File: src/include/pefm_params.svh
`ifndef PEFM_PARAMS_SVH
`define PEFM_PARAMS_SVH
// ************************************************************
// register offsets (byte addresses)
// ************************************************************
`define PEFM_OFF_CTRL     8'h00
`define PEFM_OFF_CMD      8'h04
`define PEFM_OFF_SIZE     8'h08
`define PEFM_OFF_STATUS   8'h0C
`define PEFM_OFF_MEASURE  8'h10
// ************************************************************
// field positions
// ************************************************************
`define PEFM_CTRL_MODE_LSB  0
`define PEFM_CTRL_BYPASS_BIT 4
`define PEFM_CMD_PAUSE_BIT  0
`define PEFM_CMD_RESUME_BIT 1
`define PEFM_STAT_CODE_LSB  16
`define PEFM_STAT_DISP_BIT  21
// pin vector positions
`define PEFM_PIN_REG      0
`define PEFM_PIN_EXIT     1
`define PEFM_PIN_EMPTY    2
`define PEFM_PIN_CART     3
`define PEFM_PIN_TONER    4
`define PEFM_PIN_ILOCK    5
`define PEFM_PIN_CASS     6
`define PEFM_PIN_FEED     7
`define PEFM_PIN_DONE     8
`define PEFM_PIN_PWRSEQ   9
`define PEFM_PIN_RECOV    10
// ************************************************************
// reset values
// ************************************************************
`define PEFM_RST_MODE     4'h0
`define PEFM_RST_SIZE     32'h0000_0000
`define PEFM_RST_SHUT     1'b1
// ************************************************************
// timing
// ************************************************************
`define PEFM_CLK_PERIOD_NS 64'd10
`define PEFM_BRIEF_MS      64'd2000
`define PEFM_EXIT_MS       64'd3000
`define PEFM_FEED_MS       64'd2000
`define PEFM_EARLY_MS      64'd100
`define PEFM_SIZE_TOL      32'h0000_1000
`define PEFM_TONER_PRINTS  4'hA
`define PEFM_BOOT_CYC      2'h3
`endif

File: src/include/pefm_pkg.sv
package pefm_pkg;
  typedef enum logic [3:0] {
    MODE_CONTROLLER  = 4'h0, MODE_USER        = 4'h1,
    MODE_DIAG_IDLE   = 4'h2, MODE_DIAG_COUNT  = 4'h3,
    MODE_DIAG_INPUT  = 4'h4, MODE_DIAG_OUTPUT = 4'h5,
    MODE_CFG_SELECT  = 4'h6, MODE_CFG_PARAM   = 4'h7,
    MODE_CFG_TEST    = 4'h8
  } pefm_mode_t;
  // index order is also display priority: lower index wins
  typedef enum logic [3:0] {
    MEMORY_ERROR_CODE = 4'h0, SCANNER_FAULT_CODE    = 4'h1,
    FUSER_FAULT_CODE  = 4'h2, COVER_OPEN_CODE       = 4'h3,
    EXIT_AREA_JAM     = 4'h4, MID_PATH_JAM          = 4'h5,
    FEED_AREA_JAM     = 4'h6, CARTRIDGE_MISSING     = 4'h7,
    FUSER_PAUSE       = 4'h8, CASSETTE_MISSING      = 4'h9,
    PAPER_EMPTY       = 4'hA, SIZE_MISMATCH         = 4'hB,
    REPLACE_CARTRIDGE = 4'hC
  } pefm_code_t;
  typedef struct packed {
    logic [10:0] sync1;
    logic [10:0] sync2;
    logic [10:0] sync3;
    logic [12:0] flags;
    logic        feed_act;
    logic [31:0] feed_cnt;
    logic        exit_act;
    logic        exit_seen;
    logic [31:0] exit_cnt;
    logic [31:0] len_cnt;
    logic [31:0] len_last;
    logic        cover_opened;
    logic [1:0]  boot;
    logic [3:0]  toner_cnt;
    logic        toner_arm;
    logic        pause;
    logic        paper_stop;
    logic        motor_off;
    logic        scanner_off;
    logic        fuser_off;
    logic        disp_on;
    logic [3:0]  disp_code;
    logic [3:0]  last_sel;
    logic [31:0] brief_cnt;
    logic [3:0]  mode;
    logic        bypass_en;
    logic [31:0] size_ref;
    logic        aw_got;
    logic [7:0]  aw_addr;
    logic        w_got;
    logic [31:0] wdata;
    logic [3:0]  wstrb;
    logic        awready;
    logic        wready;
    logic        bvalid;
    logic [1:0]  bresp;
    logic        arready;
    logic        rvalid;
    logic [31:0] rdata;
    logic [1:0]  rresp;
  } pefm_state_t;
endpackage : pefm_pkg

File: src/design/pefm_top.sv
// The AXI4-Lite interface to the registers and the placing of the registers were chosen for this implementation.
`timescale 1ns/10ps
`default_nettype none
`include "pefm_params.svh"
// Function
// - exit sensor not cleared in time after registration: exit or mid jam
// - exit sensor active at switch-on raises exit-area jam
// - exit sensor active when interlock closes raises exit-area jam
// - exit sensor active in power-on or recovery raises exit-area jam
// - registration sensor too early after feed start raises feed jam
// - registration sensor too late after feed start is a misfeed jam
// - registration active at switch-on, power-on or recovery: feed jam
// - jams, cartridge or cassette missing stop motor, scanner and fuser
// - jam held until cover opened then closed again
// - cartridge switch not actuated raises cartridge-missing code
// - pause stops fuser only, held until resume command
// - empty feeder raises paper-empty, sheet completes, then stop
// - bypass tray: measured length against stored size, no stop
// - ten prints after toner-low raise replace-cartridge status
// - persistent entry shows code until fault clears
// - brief entry shows code for two seconds
// - blank entry never shows that code
// - display gating by mode table, controller and user modes
// - cover open raises cover code and stops motor, scanner and fuser
module pefm_top #(
  parameter logic [31:0] BRIEF_CYC =
    32'((`PEFM_BRIEF_MS * 64'd1000000) / `PEFM_CLK_PERIOD_NS),
  parameter logic [31:0] EXIT_CYC  =
    32'((`PEFM_EXIT_MS * 64'd1000000) / `PEFM_CLK_PERIOD_NS),
  parameter logic [31:0] FEED_CYC  =
    32'((`PEFM_FEED_MS * 64'd1000000) / `PEFM_CLK_PERIOD_NS),
  parameter logic [31:0] EARLY_CYC =
    32'((`PEFM_EARLY_MS * 64'd1000000 + `PEFM_CLK_PERIOD_NS - 64'd1)
        / `PEFM_CLK_PERIOD_NS)
) (
  input  wire logic        clk,
  input  wire logic        reset_n,
  input  wire logic        ce,
  input  wire logic [10:0] sensor_pins,
  input  wire logic        memory_error,
  input  wire logic        scanner_fault,
  input  wire logic        fuser_fault,
  output logic             main_motor_off,
  output logic             scanner_laser_unit_off,
  output logic             fuser_off,
  output logic             feed_stop,
  output logic             display_on,
  output logic [3:0]       display_code,
  input  wire logic [7:0]  s_axi_awaddr,
  input  wire logic        s_axi_awvalid,
  output logic             s_axi_awready,
  input  wire logic [31:0] s_axi_wdata,
  input  wire logic [3:0]  s_axi_wstrb,
  input  wire logic        s_axi_wvalid,
  output logic             s_axi_wready,
  output logic [1:0]       s_axi_bresp,
  output logic             s_axi_bvalid,
  input  wire logic        s_axi_bready,
  input  wire logic [7:0]  s_axi_araddr,
  input  wire logic        s_axi_arvalid,
  output logic             s_axi_arready,
  output logic [31:0]      s_axi_rdata,
  output logic [1:0]       s_axi_rresp,
  output logic             s_axi_rvalid,
  input  wire logic        s_axi_rready
);
  // the early limit must sit inside the feed window
  if (EARLY_CYC == 32'h0 || EARLY_CYC >= FEED_CYC || BRIEF_CYC == 32'h0 ||
      EXIT_CYC == 32'h0) begin : g_bad_timing
    $error("pefm_top: timing parameters out of range");
  end

  // ************************************************************
  // helpers
  // ************************************************************
  // {persist, brief} masks, bit i is code index i
  function automatic logic [25:0] disp_masks(input logic [3:0] m);
    logic [25:0] r;
    r = 26'h0;
    unique case (m)
      pefm_pkg::MODE_CONTROLLER:  r = {13'h11FF, 13'h0000};
      pefm_pkg::MODE_USER:        r = {13'h0009, 13'h0000};
      pefm_pkg::MODE_DIAG_IDLE,
      pefm_pkg::MODE_DIAG_COUNT,
      pefm_pkg::MODE_DIAG_OUTPUT: r = {13'h0008, 13'h0000};
      pefm_pkg::MODE_DIAG_INPUT:  r = {13'h0000, 13'h0000};
      pefm_pkg::MODE_CFG_SELECT:  r = {13'h0008, 13'h0686};
      pefm_pkg::MODE_CFG_PARAM:   r = {13'h0005, 13'h0000};
      pefm_pkg::MODE_CFG_TEST:    r = {13'h1EFF, 13'h0000};
      default:                    r = 26'h0;
    endcase
    return r;
  endfunction : disp_masks

  function automatic logic [31:0] strb_merge(input logic [31:0] old,
                                             input logic [31:0] wd,
                                             input logic [3:0]  st);
    logic [31:0] r;
    r = old;
    for (int i = 0; i < 4; i++) begin
      if (st[i]) r[i*8 +: 8] = wd[i*8 +: 8];
    end
    return r;
  endfunction : strb_merge

  // ************************************************************
  // state
  // ************************************************************
  pefm_pkg::pefm_state_t s_q;
  pefm_pkg::pefm_state_t s_d;

  logic [10:0] rise;
  logic [10:0] fall;
  logic [12:0] jam_mask;
  logic [12:0] shut_mask;
  logic [25:0] masks;
  logic [12:0] shown;
  logic [3:0]  sel;
  logic        sel_ok;
  logic [31:0] diff;
  logic [31:0] rd_word;
  logic        rd_hit;
  logic        wr_hit;

  assign jam_mask  = 13'h0070;
  // jams, cart, cassette, cover, memory, scanner
  assign shut_mask = 13'h02FB;

  always_comb begin
    s_d     = s_q;
    // no edges until the third stage holds real pin levels
    rise    = (s_q.boot == `PEFM_BOOT_CYC) ? s_q.sync2 & ~s_q.sync3 : 11'h0;
    fall    = (s_q.boot == `PEFM_BOOT_CYC) ? ~s_q.sync2 & s_q.sync3 : 11'h0;
    masks   = disp_masks(s_q.mode);
    shown   = 13'h0;
    sel     = 4'h0;
    sel_ok  = 1'b0;
    diff    = 32'h0;
    rd_word = 32'h0;
    rd_hit  = 1'b1;
    wr_hit  = 1'b1;
    if (ce) begin
      // ************************************************************
      // pin synchronisers and boot window
      // ************************************************************
      s_d.sync1 = sensor_pins;
      s_d.sync2 = s_q.sync1;
      s_d.sync3 = s_q.sync2;
      if (s_q.boot != `PEFM_BOOT_CYC) s_d.boot = s_q.boot + 2'h1;

      // ************************************************************
      // jam clearing first, so that new events win
      // ************************************************************
      if (|(s_q.flags & jam_mask)) begin
        if (!s_q.sync2[`PEFM_PIN_ILOCK]) s_d.cover_opened = 1'b1;
        else if (s_q.cover_opened) begin
          s_d.flags        = s_q.flags & ~jam_mask;
          s_d.cover_opened = 1'b0;
        end
      end

      // ************************************************************
      // paper path timers
      // ************************************************************
      if (s_q.feed_act) s_d.feed_cnt = s_q.feed_cnt + 32'h1;
      if (s_q.exit_act) s_d.exit_cnt = s_q.exit_cnt + 32'h1;
      if (s_q.sync2[`PEFM_PIN_EXIT]) s_d.exit_seen = 1'b1;
      if (s_q.feed_act && s_q.feed_cnt >= FEED_CYC) begin
        s_d.flags[pefm_pkg::FEED_AREA_JAM] = 1'b1;
        s_d.feed_act = 1'b0;
      end
      if (s_q.exit_act && s_q.exit_seen && fall[`PEFM_PIN_EXIT])
        s_d.exit_act = 1'b0;
      else if (s_q.exit_act && s_q.exit_cnt >= EXIT_CYC) begin
        // exit seen but not cleared: exit jam; never reached the exit sensor: stuck between the two
        if (s_q.exit_seen) s_d.flags[pefm_pkg::EXIT_AREA_JAM] = 1'b1;
        else s_d.flags[pefm_pkg::MID_PATH_JAM] = 1'b1;
        s_d.exit_act = 1'b0;
      end
      if (rise[`PEFM_PIN_REG] && s_q.feed_act) begin
        if (s_q.feed_cnt < EARLY_CYC)
          s_d.flags[pefm_pkg::FEED_AREA_JAM] = 1'b1;
        s_d.feed_act  = 1'b0;
        s_d.exit_act  = 1'b1;
        s_d.exit_cnt  = 32'h0;
        s_d.exit_seen = 1'b0;
      end
      if (rise[`PEFM_PIN_FEED]) begin
        s_d.feed_act = 1'b1;
        s_d.feed_cnt = 32'h0;
      end

      // ************************************************************
      // sheet length on the bypass tray
      // ************************************************************
      if (rise[`PEFM_PIN_REG]) s_d.len_cnt = 32'h0;
      else if (s_q.sync2[`PEFM_PIN_REG]) s_d.len_cnt = s_q.len_cnt + 32'h1;
      if (fall[`PEFM_PIN_REG]) begin
        s_d.len_last = s_q.len_cnt;
        diff = (s_q.len_cnt > s_q.size_ref) ? s_q.len_cnt - s_q.size_ref
                                            : s_q.size_ref - s_q.len_cnt;
        if (s_q.bypass_en)
          s_d.flags[pefm_pkg::SIZE_MISMATCH] = (diff > `PEFM_SIZE_TOL);
      end
      if (!s_q.bypass_en) s_d.flags[pefm_pkg::SIZE_MISMATCH] = 1'b0;

      // ************************************************************
      // presence checks, switch-on and sequence checks
      // ************************************************************
      if (s_q.boot == `PEFM_BOOT_CYC) begin
        if (s_q.sync2[`PEFM_PIN_EXIT] &&
            (s_q.boot != s_d.boot || rise[`PEFM_PIN_ILOCK] ||
             s_q.sync2[`PEFM_PIN_PWRSEQ] || s_q.sync2[`PEFM_PIN_RECOV]))
          s_d.flags[pefm_pkg::EXIT_AREA_JAM] = 1'b1;
        if (s_q.sync2[`PEFM_PIN_REG] &&
            (s_q.sync2[`PEFM_PIN_PWRSEQ] || s_q.sync2[`PEFM_PIN_RECOV]))
          s_d.flags[pefm_pkg::FEED_AREA_JAM] = 1'b1;
        s_d.flags[pefm_pkg::COVER_OPEN_CODE] =
          !s_q.sync2[`PEFM_PIN_ILOCK];
        s_d.flags[pefm_pkg::CARTRIDGE_MISSING] =
          !s_q.sync2[`PEFM_PIN_CART];
        s_d.flags[pefm_pkg::CASSETTE_MISSING] = !s_q.sync2[`PEFM_PIN_CASS];
        s_d.flags[pefm_pkg::PAPER_EMPTY] =
          s_q.sync2[`PEFM_PIN_EMPTY];
      end
      // first look at settled pins counts as switch-on
      if (s_q.boot == 2'h2 && s_d.boot == `PEFM_BOOT_CYC) begin
        if (s_q.sync2[`PEFM_PIN_EXIT])
          s_d.flags[pefm_pkg::EXIT_AREA_JAM] = 1'b1;
        if (s_q.sync2[`PEFM_PIN_REG])
          s_d.flags[pefm_pkg::FEED_AREA_JAM] = 1'b1;
      end
      if (memory_error)  s_d.flags[pefm_pkg::MEMORY_ERROR_CODE]  = 1'b1;
      if (scanner_fault) s_d.flags[pefm_pkg::SCANNER_FAULT_CODE] = 1'b1;
      if (fuser_fault)   s_d.flags[pefm_pkg::FUSER_FAULT_CODE]   = 1'b1;

      // ************************************************************
      // toner countdown
      // ************************************************************
      if (!s_q.sync2[`PEFM_PIN_CART]) begin
        s_d.toner_arm = 1'b0;
        s_d.toner_cnt = 4'h0;
      end else begin
        if (rise[`PEFM_PIN_TONER]) s_d.toner_arm = 1'b1;
        if (s_q.toner_arm && rise[`PEFM_PIN_DONE] &&
            s_q.toner_cnt != `PEFM_TONER_PRINTS)
          s_d.toner_cnt = s_q.toner_cnt + 4'h1;
      end
      s_d.flags[pefm_pkg::REPLACE_CARTRIDGE] =
        (s_d.toner_cnt == `PEFM_TONER_PRINTS);

      // ************************************************************
      // register bus
      // ************************************************************
      if (s_axi_awvalid && s_q.awready) begin
        s_d.aw_got  = 1'b1;
        s_d.aw_addr = s_axi_awaddr;
      end
      if (s_axi_wvalid && s_q.wready) begin
        s_d.w_got = 1'b1;
        s_d.wdata = s_axi_wdata;
        s_d.wstrb = s_axi_wstrb;
      end
      if (s_q.bvalid && s_axi_bready) s_d.bvalid = 1'b0;
      if (s_q.aw_got && s_q.w_got && !s_q.bvalid) begin
        unique case (s_q.aw_addr)
          `PEFM_OFF_CTRL: begin
            if (s_q.wstrb[0]) begin
              s_d.mode      = s_q.wdata[`PEFM_CTRL_MODE_LSB +: 4];
              s_d.bypass_en = s_q.wdata[`PEFM_CTRL_BYPASS_BIT];
            end
          end
          `PEFM_OFF_CMD: begin
            if (s_q.wstrb[0] && s_q.wdata[`PEFM_CMD_RESUME_BIT])
              s_d.pause = 1'b0;
            if (s_q.wstrb[0] && s_q.wdata[`PEFM_CMD_PAUSE_BIT])
              s_d.pause = 1'b1;
          end
          `PEFM_OFF_SIZE:
            s_d.size_ref = strb_merge(s_q.size_ref, s_q.wdata, s_q.wstrb);
          default: wr_hit = 1'b0;
        endcase
        s_d.bresp  = wr_hit ? 2'b00 : 2'b10;
        s_d.bvalid = 1'b1;
        s_d.aw_got = 1'b0;
        s_d.w_got  = 1'b0;
      end
      s_d.flags[pefm_pkg::FUSER_PAUSE] = s_d.pause;
      s_d.awready = !s_d.aw_got && !s_d.bvalid;
      s_d.wready  = !s_d.w_got && !s_d.bvalid;

      if (s_q.rvalid && s_axi_rready) s_d.rvalid = 1'b0;
      if (s_axi_arvalid && s_q.arready) begin
        unique case (s_axi_araddr)
          `PEFM_OFF_CTRL:    rd_word = {27'h0, s_q.bypass_en, s_q.mode};
          `PEFM_OFF_CMD:     rd_word = 32'h0;
          `PEFM_OFF_SIZE:    rd_word = s_q.size_ref;
          `PEFM_OFF_STATUS:  rd_word = {10'h0, s_q.disp_on, 1'b0,
                                        s_q.disp_code, 3'h0, s_q.flags};
          `PEFM_OFF_MEASURE: rd_word = s_q.len_last;
          default:           rd_hit  = 1'b0;
        endcase
        s_d.rdata  = rd_word;
        s_d.rresp  = rd_hit ? 2'b00 : 2'b10;
        s_d.rvalid = 1'b1;
      end
      s_d.arready = !s_d.rvalid;

      // ************************************************************
      // actuators: outputs follow next flags directly
      // ************************************************************
      s_d.motor_off   = |(s_d.flags & shut_mask);
      s_d.scanner_off = |(s_d.flags & shut_mask);
      s_d.fuser_off   = |(s_d.flags & shut_mask) || s_d.pause ||
                        s_d.flags[pefm_pkg::FUSER_FAULT_CODE];
      // a sheet already in the path is allowed to finish
      s_d.paper_stop  = s_d.flags[pefm_pkg::PAPER_EMPTY] &&
                        !s_d.feed_act && !s_d.exit_act;

      // ************************************************************
      // display selection
      // ************************************************************
      // a mode written this cycle already gates the display
      masks = disp_masks(s_d.mode);
      shown = s_q.flags & (masks[25:13] | masks[12:0]);
      for (int i = 12; i >= 0; i--) begin
        if (shown[i]) begin
          sel    = 4'(i);
          sel_ok = 1'b1;
        end
      end
      if (!sel_ok) begin
        s_d.disp_on  = 1'b0;
        s_d.last_sel = 4'hF;
      end else if (masks[sel]) begin
        if (sel != s_q.last_sel) s_d.brief_cnt = BRIEF_CYC - 32'h1;
        else if (s_q.brief_cnt != 32'h0)
          s_d.brief_cnt = s_q.brief_cnt - 32'h1;
        s_d.disp_on   = (sel != s_q.last_sel) || (s_q.brief_cnt != 32'h0);
        s_d.last_sel  = sel;
        s_d.disp_code = sel;
      end else begin
        s_d.disp_on   = 1'b1;
        s_d.last_sel  = sel;
        s_d.disp_code = sel;
      end
    end
  end

  always_ff @(posedge clk) begin
    if (!reset_n) begin
      s_q             <= '0;
      s_q.mode        <= `PEFM_RST_MODE;
      s_q.size_ref    <= `PEFM_RST_SIZE;
      s_q.motor_off   <= `PEFM_RST_SHUT;
      s_q.scanner_off <= `PEFM_RST_SHUT;
      s_q.fuser_off   <= `PEFM_RST_SHUT;
      s_q.last_sel    <= 4'hF;
    end else begin
      s_q <= s_d;
    end
  end

  assign main_motor_off         = s_q.motor_off;
  assign scanner_laser_unit_off = s_q.scanner_off;
  assign fuser_off              = s_q.fuser_off;
  assign feed_stop              = s_q.paper_stop;
  assign display_on             = s_q.disp_on;
  assign display_code           = s_q.disp_code;
  assign s_axi_awready          = s_q.awready;
  assign s_axi_wready           = s_q.wready;
  assign s_axi_bvalid           = s_q.bvalid;
  assign s_axi_bresp            = s_q.bresp;
  assign s_axi_arready          = s_q.arready;
  assign s_axi_rvalid           = s_q.rvalid;
  assign s_axi_rdata            = s_q.rdata;
  assign s_axi_rresp            = s_q.rresp;

  // ************************************************************
  // assertions
  // ************************************************************
  property p_shutdown;
    @(posedge clk) disable iff (!reset_n)
      |(s_q.flags & shut_mask) |-> main_motor_off && scanner_laser_unit_off
                                   && fuser_off;
  endproperty
  a_shutdown: assert property (p_shutdown)
    else $error("shutdown fault without actuator stop");

  property p_cart;
    @(posedge clk) disable iff (!reset_n)
      ce && s_q.boot == 2'h3 && !s_q.sync2[3]
        |=> s_q.flags[7] && main_motor_off;
  endproperty
  a_cart: assert property (p_cart)
    else $error("cartridge missing not flagged");

  property p_jam_hold;
    @(posedge clk) disable iff (!reset_n)
      s_q.flags[4] && !s_q.cover_opened |=> s_q.flags[4];
  endproperty
  a_jam_hold: assert property (p_jam_hold)
    else $error("jam dropped without cover cycle");

  property p_feed_late;
    @(posedge clk) disable iff (!reset_n)
      ce && s_q.feed_act && s_q.feed_cnt >= FEED_CYC
        && !rise[`PEFM_PIN_FEED] |=> s_q.flags[6] && !s_q.feed_act;
  endproperty
  a_feed_late: assert property (p_feed_late)
    else $error("misfeed not flagged");

  property p_early;
    @(posedge clk) disable iff (!reset_n)
      ce && s_q.feed_act && rise[`PEFM_PIN_REG] && s_q.feed_cnt < EARLY_CYC
        |=> s_q.flags[6] && main_motor_off;
  endproperty
  a_early: assert property (p_early)
    else $error("early registration not flagged");

  property p_pause;
    @(posedge clk) disable iff (!reset_n)
      s_q.pause |-> fuser_off && s_q.flags[8];
  endproperty
  a_pause: assert property (p_pause)
    else $error("pause without fuser stop");

  property p_user_gate;
    @(posedge clk) disable iff (!reset_n)
      display_on && s_q.mode == 4'h1 |-> display_code == 4'h0
                                         || display_code == 4'h3;
  endproperty
  a_user_gate: assert property (p_user_gate)
    else $error("user mode shows a gated code");

  property p_toner;
    @(posedge clk) disable iff (!reset_n)
      $rose(s_q.flags[12]) |-> s_q.toner_cnt == 4'hA && s_q.toner_arm;
  endproperty
  a_toner: assert property (p_toner)
    else $error("replace status before ten prints");

  property p_blank;
    @(posedge clk) disable iff (!reset_n)
      s_q.mode == 4'h4 |-> !display_on;
  endproperty
  a_blank: assert property (p_blank)
    else $error("input test mode shows a code");

  c_jam_clear: cover property (@(posedge clk) disable iff (!reset_n)
    s_q.flags[4] ##1 !s_q.flags[4]);
  c_brief: cover property (@(posedge clk) disable iff (!reset_n)
    display_on && s_q.mode == 4'h6 ##1 !display_on);
  c_replace: cover property (@(posedge clk) disable iff (!reset_n)
    $rose(s_q.flags[12]));
endmodule : pefm_top
`default_nettype wire

File: config.mk
export PLATFORM = sky130hd
export DESIGN_NAME = pefm_top
export DESIGN_NICKNAME = d
export VERILOG_FILES = /design/src/include/pefm_pkg.sv /design/src/design/pefm_top.sv
export VERILOG_INCLUDE_DIRS = /design/src /design/src/include
export SDC_FILE = /design/constraint.sdc
export NUM_CORES = 1
export LEC_CHECK = 0
export ABC_AREA = 0
export BUFFER_PORTS_ARGS = -buffer_cell sky130_fd_sc_hd__buf_2
export CAP_MARGIN = 25
export CORE_ASPECT_RATIO = 1.2
export CORE_MARGIN = 3
export CORE_UTILIZATION = 27
export DETAILED_ROUTE_END_ITERATION = 7
export PLACE_DENSITY_LB_ADDON = 0.08
export SYNTH_ARGS = -nofsm -noshare
export SYNTH_HDL_FRONTEND = slang
export SYNTH_SLANG_ARGS = --single-unit
File: constraint.sdc
create_clock -name clk -period 5.6 [get_ports clk]
set_input_delay 0.84 -clock clk [delete_from_list [all_inputs] [get_ports clk]]
set_output_delay 0.84 -clock clk [all_outputs]
set_load 0.005 [all_outputs]
* Word-level counts from Yosys, hierarchy flattened
Memories as Yosys holds them, arrays and structs flattened.
Index checks and enable logic that the tools add are counted.
Widths: inputs -> output; s select.
** Cells by class
- $add $sub $neg :: 8
- $lt $le $gt $ge :: 6
- Equal/unequal tests :: 27
- Mux-type cells :: 125
- Bitwise operators :: 6
- Reduce and logical (&&, ||, !) cells :: 68
** Operators by type and width (number)
- $mux 32 :: 8
- $pmux 32 s4 :: 1
- $add 32x1->32 const B :: 3
- $mux 38 :: 2
- $mux 35 :: 2
- $mux 34 :: 2
- $mux 33 :: 2
- $mux 4 :: 16
- $sub 32x32->32 :: 2
- $mux 1 :: 59
- $mux 37 :: 1
- $ge 32x28->1 const B :: 1
- $ge 32x29->1 const B :: 1
- $gt 32x13->1 const B :: 1
- $gt 32x32->1 :: 1
- $lt 32x24->1 const B :: 1
- $mux 8 :: 4
- $reduce_bool 32->1 :: 1
- $sub 32x1->32 const B :: 1
- $mux 2 :: 14
- $mux 9 :: 3
- $mux 26 :: 1
- $reduce_and 2->1 :: 13
- $eq 8x4->1 const B :: 3
- 33 further kinds :: 97
** Storage, ports and cells
- Bits in registers :: 352
- ROM bits :: 288
- Input bits :: 74
- Output and inout bits :: 50
- Logic and storage cells :: 284
- Memories kept :: 1
** Memory list
- (no name shown) :: words 16, bits a word 18, rd ports 1, clocked after memory_dff 0, wr ports 0, RTL line pefm_top.sv:80 : unique case (m)

* Depth between registers and ports, before layout
An unclocked memory read counts as a cell.
- Depth in word-level cells :: 26
- Depth in mapped cells :: 21
- Depth with buffers taken out :: 18

* Worst setup path after synthesis
Ideal clock, no wire load.
- Path kind :: reg-to-reg
- Start :: register s_q[85] (netlist name)
- End :: register s_q[151] (netlist name)
- Arrival time :: 4408 ps
- Required time :: 5526 ps
- Setup slack :: 1118 ps
- Stages on the path, launching flop included :: 18
- Buffers on the path :: 2
- Clock period less this slack :: 4482 ps
- Cells stage by stage :: dfxtp_1 -> or4_4 -> nor4_4 -> nand2_1 -> mux2i_1 -> ha_1 -> nand2_1 -> or2_2 -> a311oi_1 -> o221ai_1 -> and3_1 -> a2111o_1 -> nor4_2 -> or3_4 -> buf_6 -> buf_2 -> o21ai_0 -> a31oi_1
** Between the ends
- Word-level cells in the longest chain between the ends :: 25
- Elaborated cells on any way between the ends :: 42
** RTL lines
- from (decl) :: RTL line pefm_top.sv:109 : pefm_pkg::pefm_state_t s_q;
- $logic_not 8->1 (*) :: RTL line pefm_top.sv:266 : unique case (s_q.aw_addr)
- $mux 5 (*) :: RTL line pefm_top.sv:266
- $mux 38 (*) :: RTL line pefm_top.sv:265 : if (s_q.aw_got && s_q.w_got && !s_q.bvalid) begin
- $mux 38 (*) :: RTL line pefm_top.sv:142 : if (ce) begin
- $mem_v2 16x18 (*)
- $mux 26 (*) :: RTL line pefm_top.sv:142
- $or 13x13->13 :: RTL line pefm_top.sv:325 : shown = s_q.flags & (masks[25:13] | masks[12:0]);
- $and 13x13->13 :: RTL line pefm_top.sv:325
- $mux 4 (13 in series) :: RTL line pefm_top.sv:327 : if (shown[i]) begin
- $mux 4 :: RTL line pefm_top.sv:142
- $bmux 1 s4 or $ne 4x4->1 (tied branches) :: RTL line pefm_top.sv:335, pefm_top.sv:336
- $mux 1 (not written as such) or $reduce_bool 2->1 (tied branches)
- $reduce_and 4->1 (no line)
Every way passes the cells marked *; elsewhere a longest branch is shown, timed or not. The select of a mux whose other input is x is not followed.
A chain may end at the register's enable or synchronous reset.

* Worst setup path in the final report
- Start :: register s_q[85] (netlist name)
- End :: register s_q[128] (netlist name)
Same word-level chain as after synthesis.

==> results.yml <==
clocking:
  hold_buffers: 0
  cts_tree: "built"
  cts_root_buf: "clkbuf_16"
  clk_latency_ns: 0.58
  htree_levels: 2
  post-cts-setup-buffers: 0
  cts_buffer_depth: 3
  numCtsBuffers: 44
  clk_pin_slew_worst_paths_ns: 0.06
  cts_resized: 0
  cts.sinks: 346
run:
  maxCapViolations: 0
floorplanning:
  num_io_pins: 124
  fp.dieW_um: 253
  core_area_sq_mm: 0.0716
  die_h_um: 302
  rows: 107
  start_util: 0.275
  die-area_sq_mm: 0.0763
drt:
  firstDrtPassIters: 6
  drcViolationCount: 0
  drt_iter0_drc: 1287
  vias_per_cell: 5.23
  ant_nets: 0
  totalWireLength_um: 70900
  wl_per_cell_um: 20.0
  vias: 18543
timing:
  post-route-period-util: 0.932
  slew_viol_final: 0
  fin_worst_skew_ns: 0.0134
  worstMarginPinSlew_ns: 0.914
  setup_slack_ns: 0.381
  setup_viol: 0
  finalHoldViolations: 0
  setup_tns_ns: 0
  rsz0062_at_grt: "true"
  fmax_mhz: 192
  hold_slack_ns: 0.456
  period_minus_slack_ns: 5.22
  maxSlewHeadroom: 0.382
placement:
  hpwl_um: 53600
  gp_congestion: 0.903
  dpl_cell_area_sq_mm: 0.0209
  place_inst: 3465
  post-place-ws_ns: 0.385
  io_buffers: 121
worst_setup_path:
  crit_buf_inv: 1
  crit_path_cell_trace: "or4_4 -> nor4_4 -> nand2_1 -> mux2i_1 -> ha_1 -> nand2_1 -> or2_2 -> a311oi_1 -> o221ai_1 -> and3_1 -> a2111o_1 -> nor4_1 -> or3_1 -> buf_4 -> or2_1 -> o21ai_0"
  crit_cells: 16
  crit_path_end_kind: "register"
  crit_family: "simple AND/OR/NAND/NOR gates"
  critical_path.max_stage_delay_ns: 0.61
  critPathMaxFanout: 12
  critical_path.most_common_cell: "nand2_1"
  worstSetupPathType: "register to register"
  cp.required_ns: 6.03
  cp-start-kind: "register"
  worstPathArrival_ns: 5.65
  critPathSlowestCell: "nor4_1"
  reg2reg_slack_ns: 0.38
  reg2reg_depth: 16
final_layout:
  num-fill-cells: 7621
  nets: 2735
  syn_to_final_growth_pct: 14.1
  fin_cells: 3547
  drive_above_1_share: 0.107
  fin_util: 0.314
  area.sequential_sq_mm: 0.00693
  multiInputGateArea_sq_mm: 0.0116
  final_cell_mix: "356 x nand2_1, 346 x dfxtp_1, 275 x nor2_1"
  final_common_cell: "nand2_1"
  fin_area_sq_mm: 0.0225
pwr:
  switching_share: 0.245
  p_int_mw: 4.43
  leakagePower_nw: 8.72
  powerDensity_mw_per_mm2: 261
  ir_drop_mv: 0.215
  finalPower_mw: 5.86
  comb_power_share: 0.051
  switchingPower_mw: 1.44
  power.share.clock: 0.515
  p_seq_frac: 0.434
worst_hold_path:
  hold_depth: 2
  hold_path_class: "register to register"
synth:
  netlist-cell-type-count: 88
  synth-seq-area-share: 0.352
  netlist_area_sq_mm: 0.0197
  ys_warn_count: 0
  ys_seq_elements: 346
  ys_async_sr_fraction: 0
  synth_edf_count: 0
  syn_inst: 2565
  avgSynthCellArea_sq_um: 7.68
  ys_dominant_reg_cell: "dfxtp_1"
global_routing:
  grtUsageTotal: 0.181
  grt_pass1_vias: 17770
  grt_util_met2: 0.296
  globalRoute.busiestLayer: "met2"
  use_met3: 0.0224
  overflow: 0
  use_met1: 0.251
  antenna_found_initial: 2
  grt_pass1_wl_um: 108000
  grt_max_degree: 106
outcome:
  outcome: "finished, final reports clean"
==> cells in the mapped netlist (all sizes together) (7+ instances only) <==
| library cell | count | area (sq um) |
|---|---|---|
| clkbuf | 128 | 480 |
| a31oi | 20 | 125 |
| nand2b | 9 | 56.3 |
| a21oi | 267 | 1340 |
| nor2b | 10 | 62.6 |
| a22oi | 39 | 293 |
| or3 | 39 | 249 |
| nand3b | 9 | 67.6 |
| xnor2 | 58 | 508 |
| a21o | 19 | 143 |
| o211ai | 11 | 82.6 |
| o22ai | 11 | 68.8 |
| o21ai | 112 | 564 |
| nor3 | 46 | 235 |
| and3 | 31 | 194 |
| a211oi | 27 | 215 |
| a311oi | 7 | 61.3 |
| a21boi | 7 | 52.6 |
| xor2 | 37 | 324 |
| inv | 109 | 409 |
| o21bai | 13 | 97.6 |
| or4 | 19 | 146 |
| nor3b | 9 | 67.6 |
| nand2 | 356 | 1340 |
| or2 | 18 | 113 |
| nand3 | 95 | 475 |
| nor2 | 275 | 1030 |
| and2 | 9 | 56.3 |
| a22o | 15 | 131 |
| buf | 55 | 375 |
| a2111oi | 8 | 70.1 |
| a221oi | 9 | 78.8 |
| o31ai | 17 | 128 |
| o21a | 9 | 75.1 |
| nor4 | 28 | 196 |
| nand4 | 51 | 319 |
| mux2i | 74 | 741 |
| dfxtp | 346 | 6930 |
| ha | 74 | 926 |
==> final cells by class <==
| type | count | share of cell area |
|---|---|---|
| Multi-Input combinational cell | 1927 | 0.514 |
| Clock inverter | 20 | 0.0121 |
| Timing Repair Buffer | 156 | 0.0386 |
| Sequential cell | 346 | 0.308 |
| Tap cell | 926 | 0.0516 |
| Antenna cell | 1 | 0.000111 |
| Inverter | 110 | 0.0187 |
| Clock buffer | 61 | 0.0563 |
==> routing by layer <==
layer	share of wire	wire length, um
met4	0.025	1740
met1	0.48	33900
met5	0	0
met3	0.040	2860
met2	0.46	32400
==> state kept, by name, summed over array words and instances (netlist names) <==
signal                  count
fuser_off                   1
s_axi_rresp                 1
s_axi_bresp                 1
s_axi_rdata                32
display_code                4
s_axi_wready                1
s_axi_arready               1
s_axi_bvalid                1
s_axi_rvalid                1
display_on                  1
scanner_laser_unit_off      1
s_axi_awready               1
feed_stop                   1
s_q                       299
==> power groups by stage <==
stage | clock network (mW) | logic (mW) | registers, mW
after floorplan | 0 | 0.203 | 2.57
after global routing | 3.22 | 0.331 | 2.54
final | 3.02 | 0.301 | 2.54
after CTS | 3.13 | 0.306 | 2.54
after global placement | 0 | 0.304 | 2.60
after detailed placement | 0 | 0.304 | 2.60
==> tightest hold or removal path: cells and delay by family (launching register included) <==
kind	cells	cell delay, ns
flops	1	0.31
simple gates	1	0.05
compound gates	1	0.05
==> kinds of logic after synthesis <==
logic type,count (synthesis),share of synthesized area
AND/OR/NAND/NOR,1019,0.241
AO/OA/AOI/OAI,656,0.211
flip-flops,346,0.352
buffers and inverters,293,0.0644
XOR/XNOR,95,0.0422
multiplexers,79,0.0405
adder cells (fa/ha/maj),76,0.0490
other,1,0.000190
==> worst paths after layout <==
kind	startpoint	endpoint
worst max-delay path	s_q[85]$_SDFFE_PN0P_	s_q[128]$_SDFFE_PN0P_
worst min-delay path	s_q[182]$_SDFFE_PN0P_	s_q[182]$_SDFFE_PN0P_
worst max register to register	s_q[85]$_SDFFE_PN0P_	s_q[128]$_SDFFE_PN0P_
worst min register to register	s_q[182]$_SDFFE_PN0P_	s_q[182]$_SDFFE_PN0P_
Power figures use the tool's default switching activity.
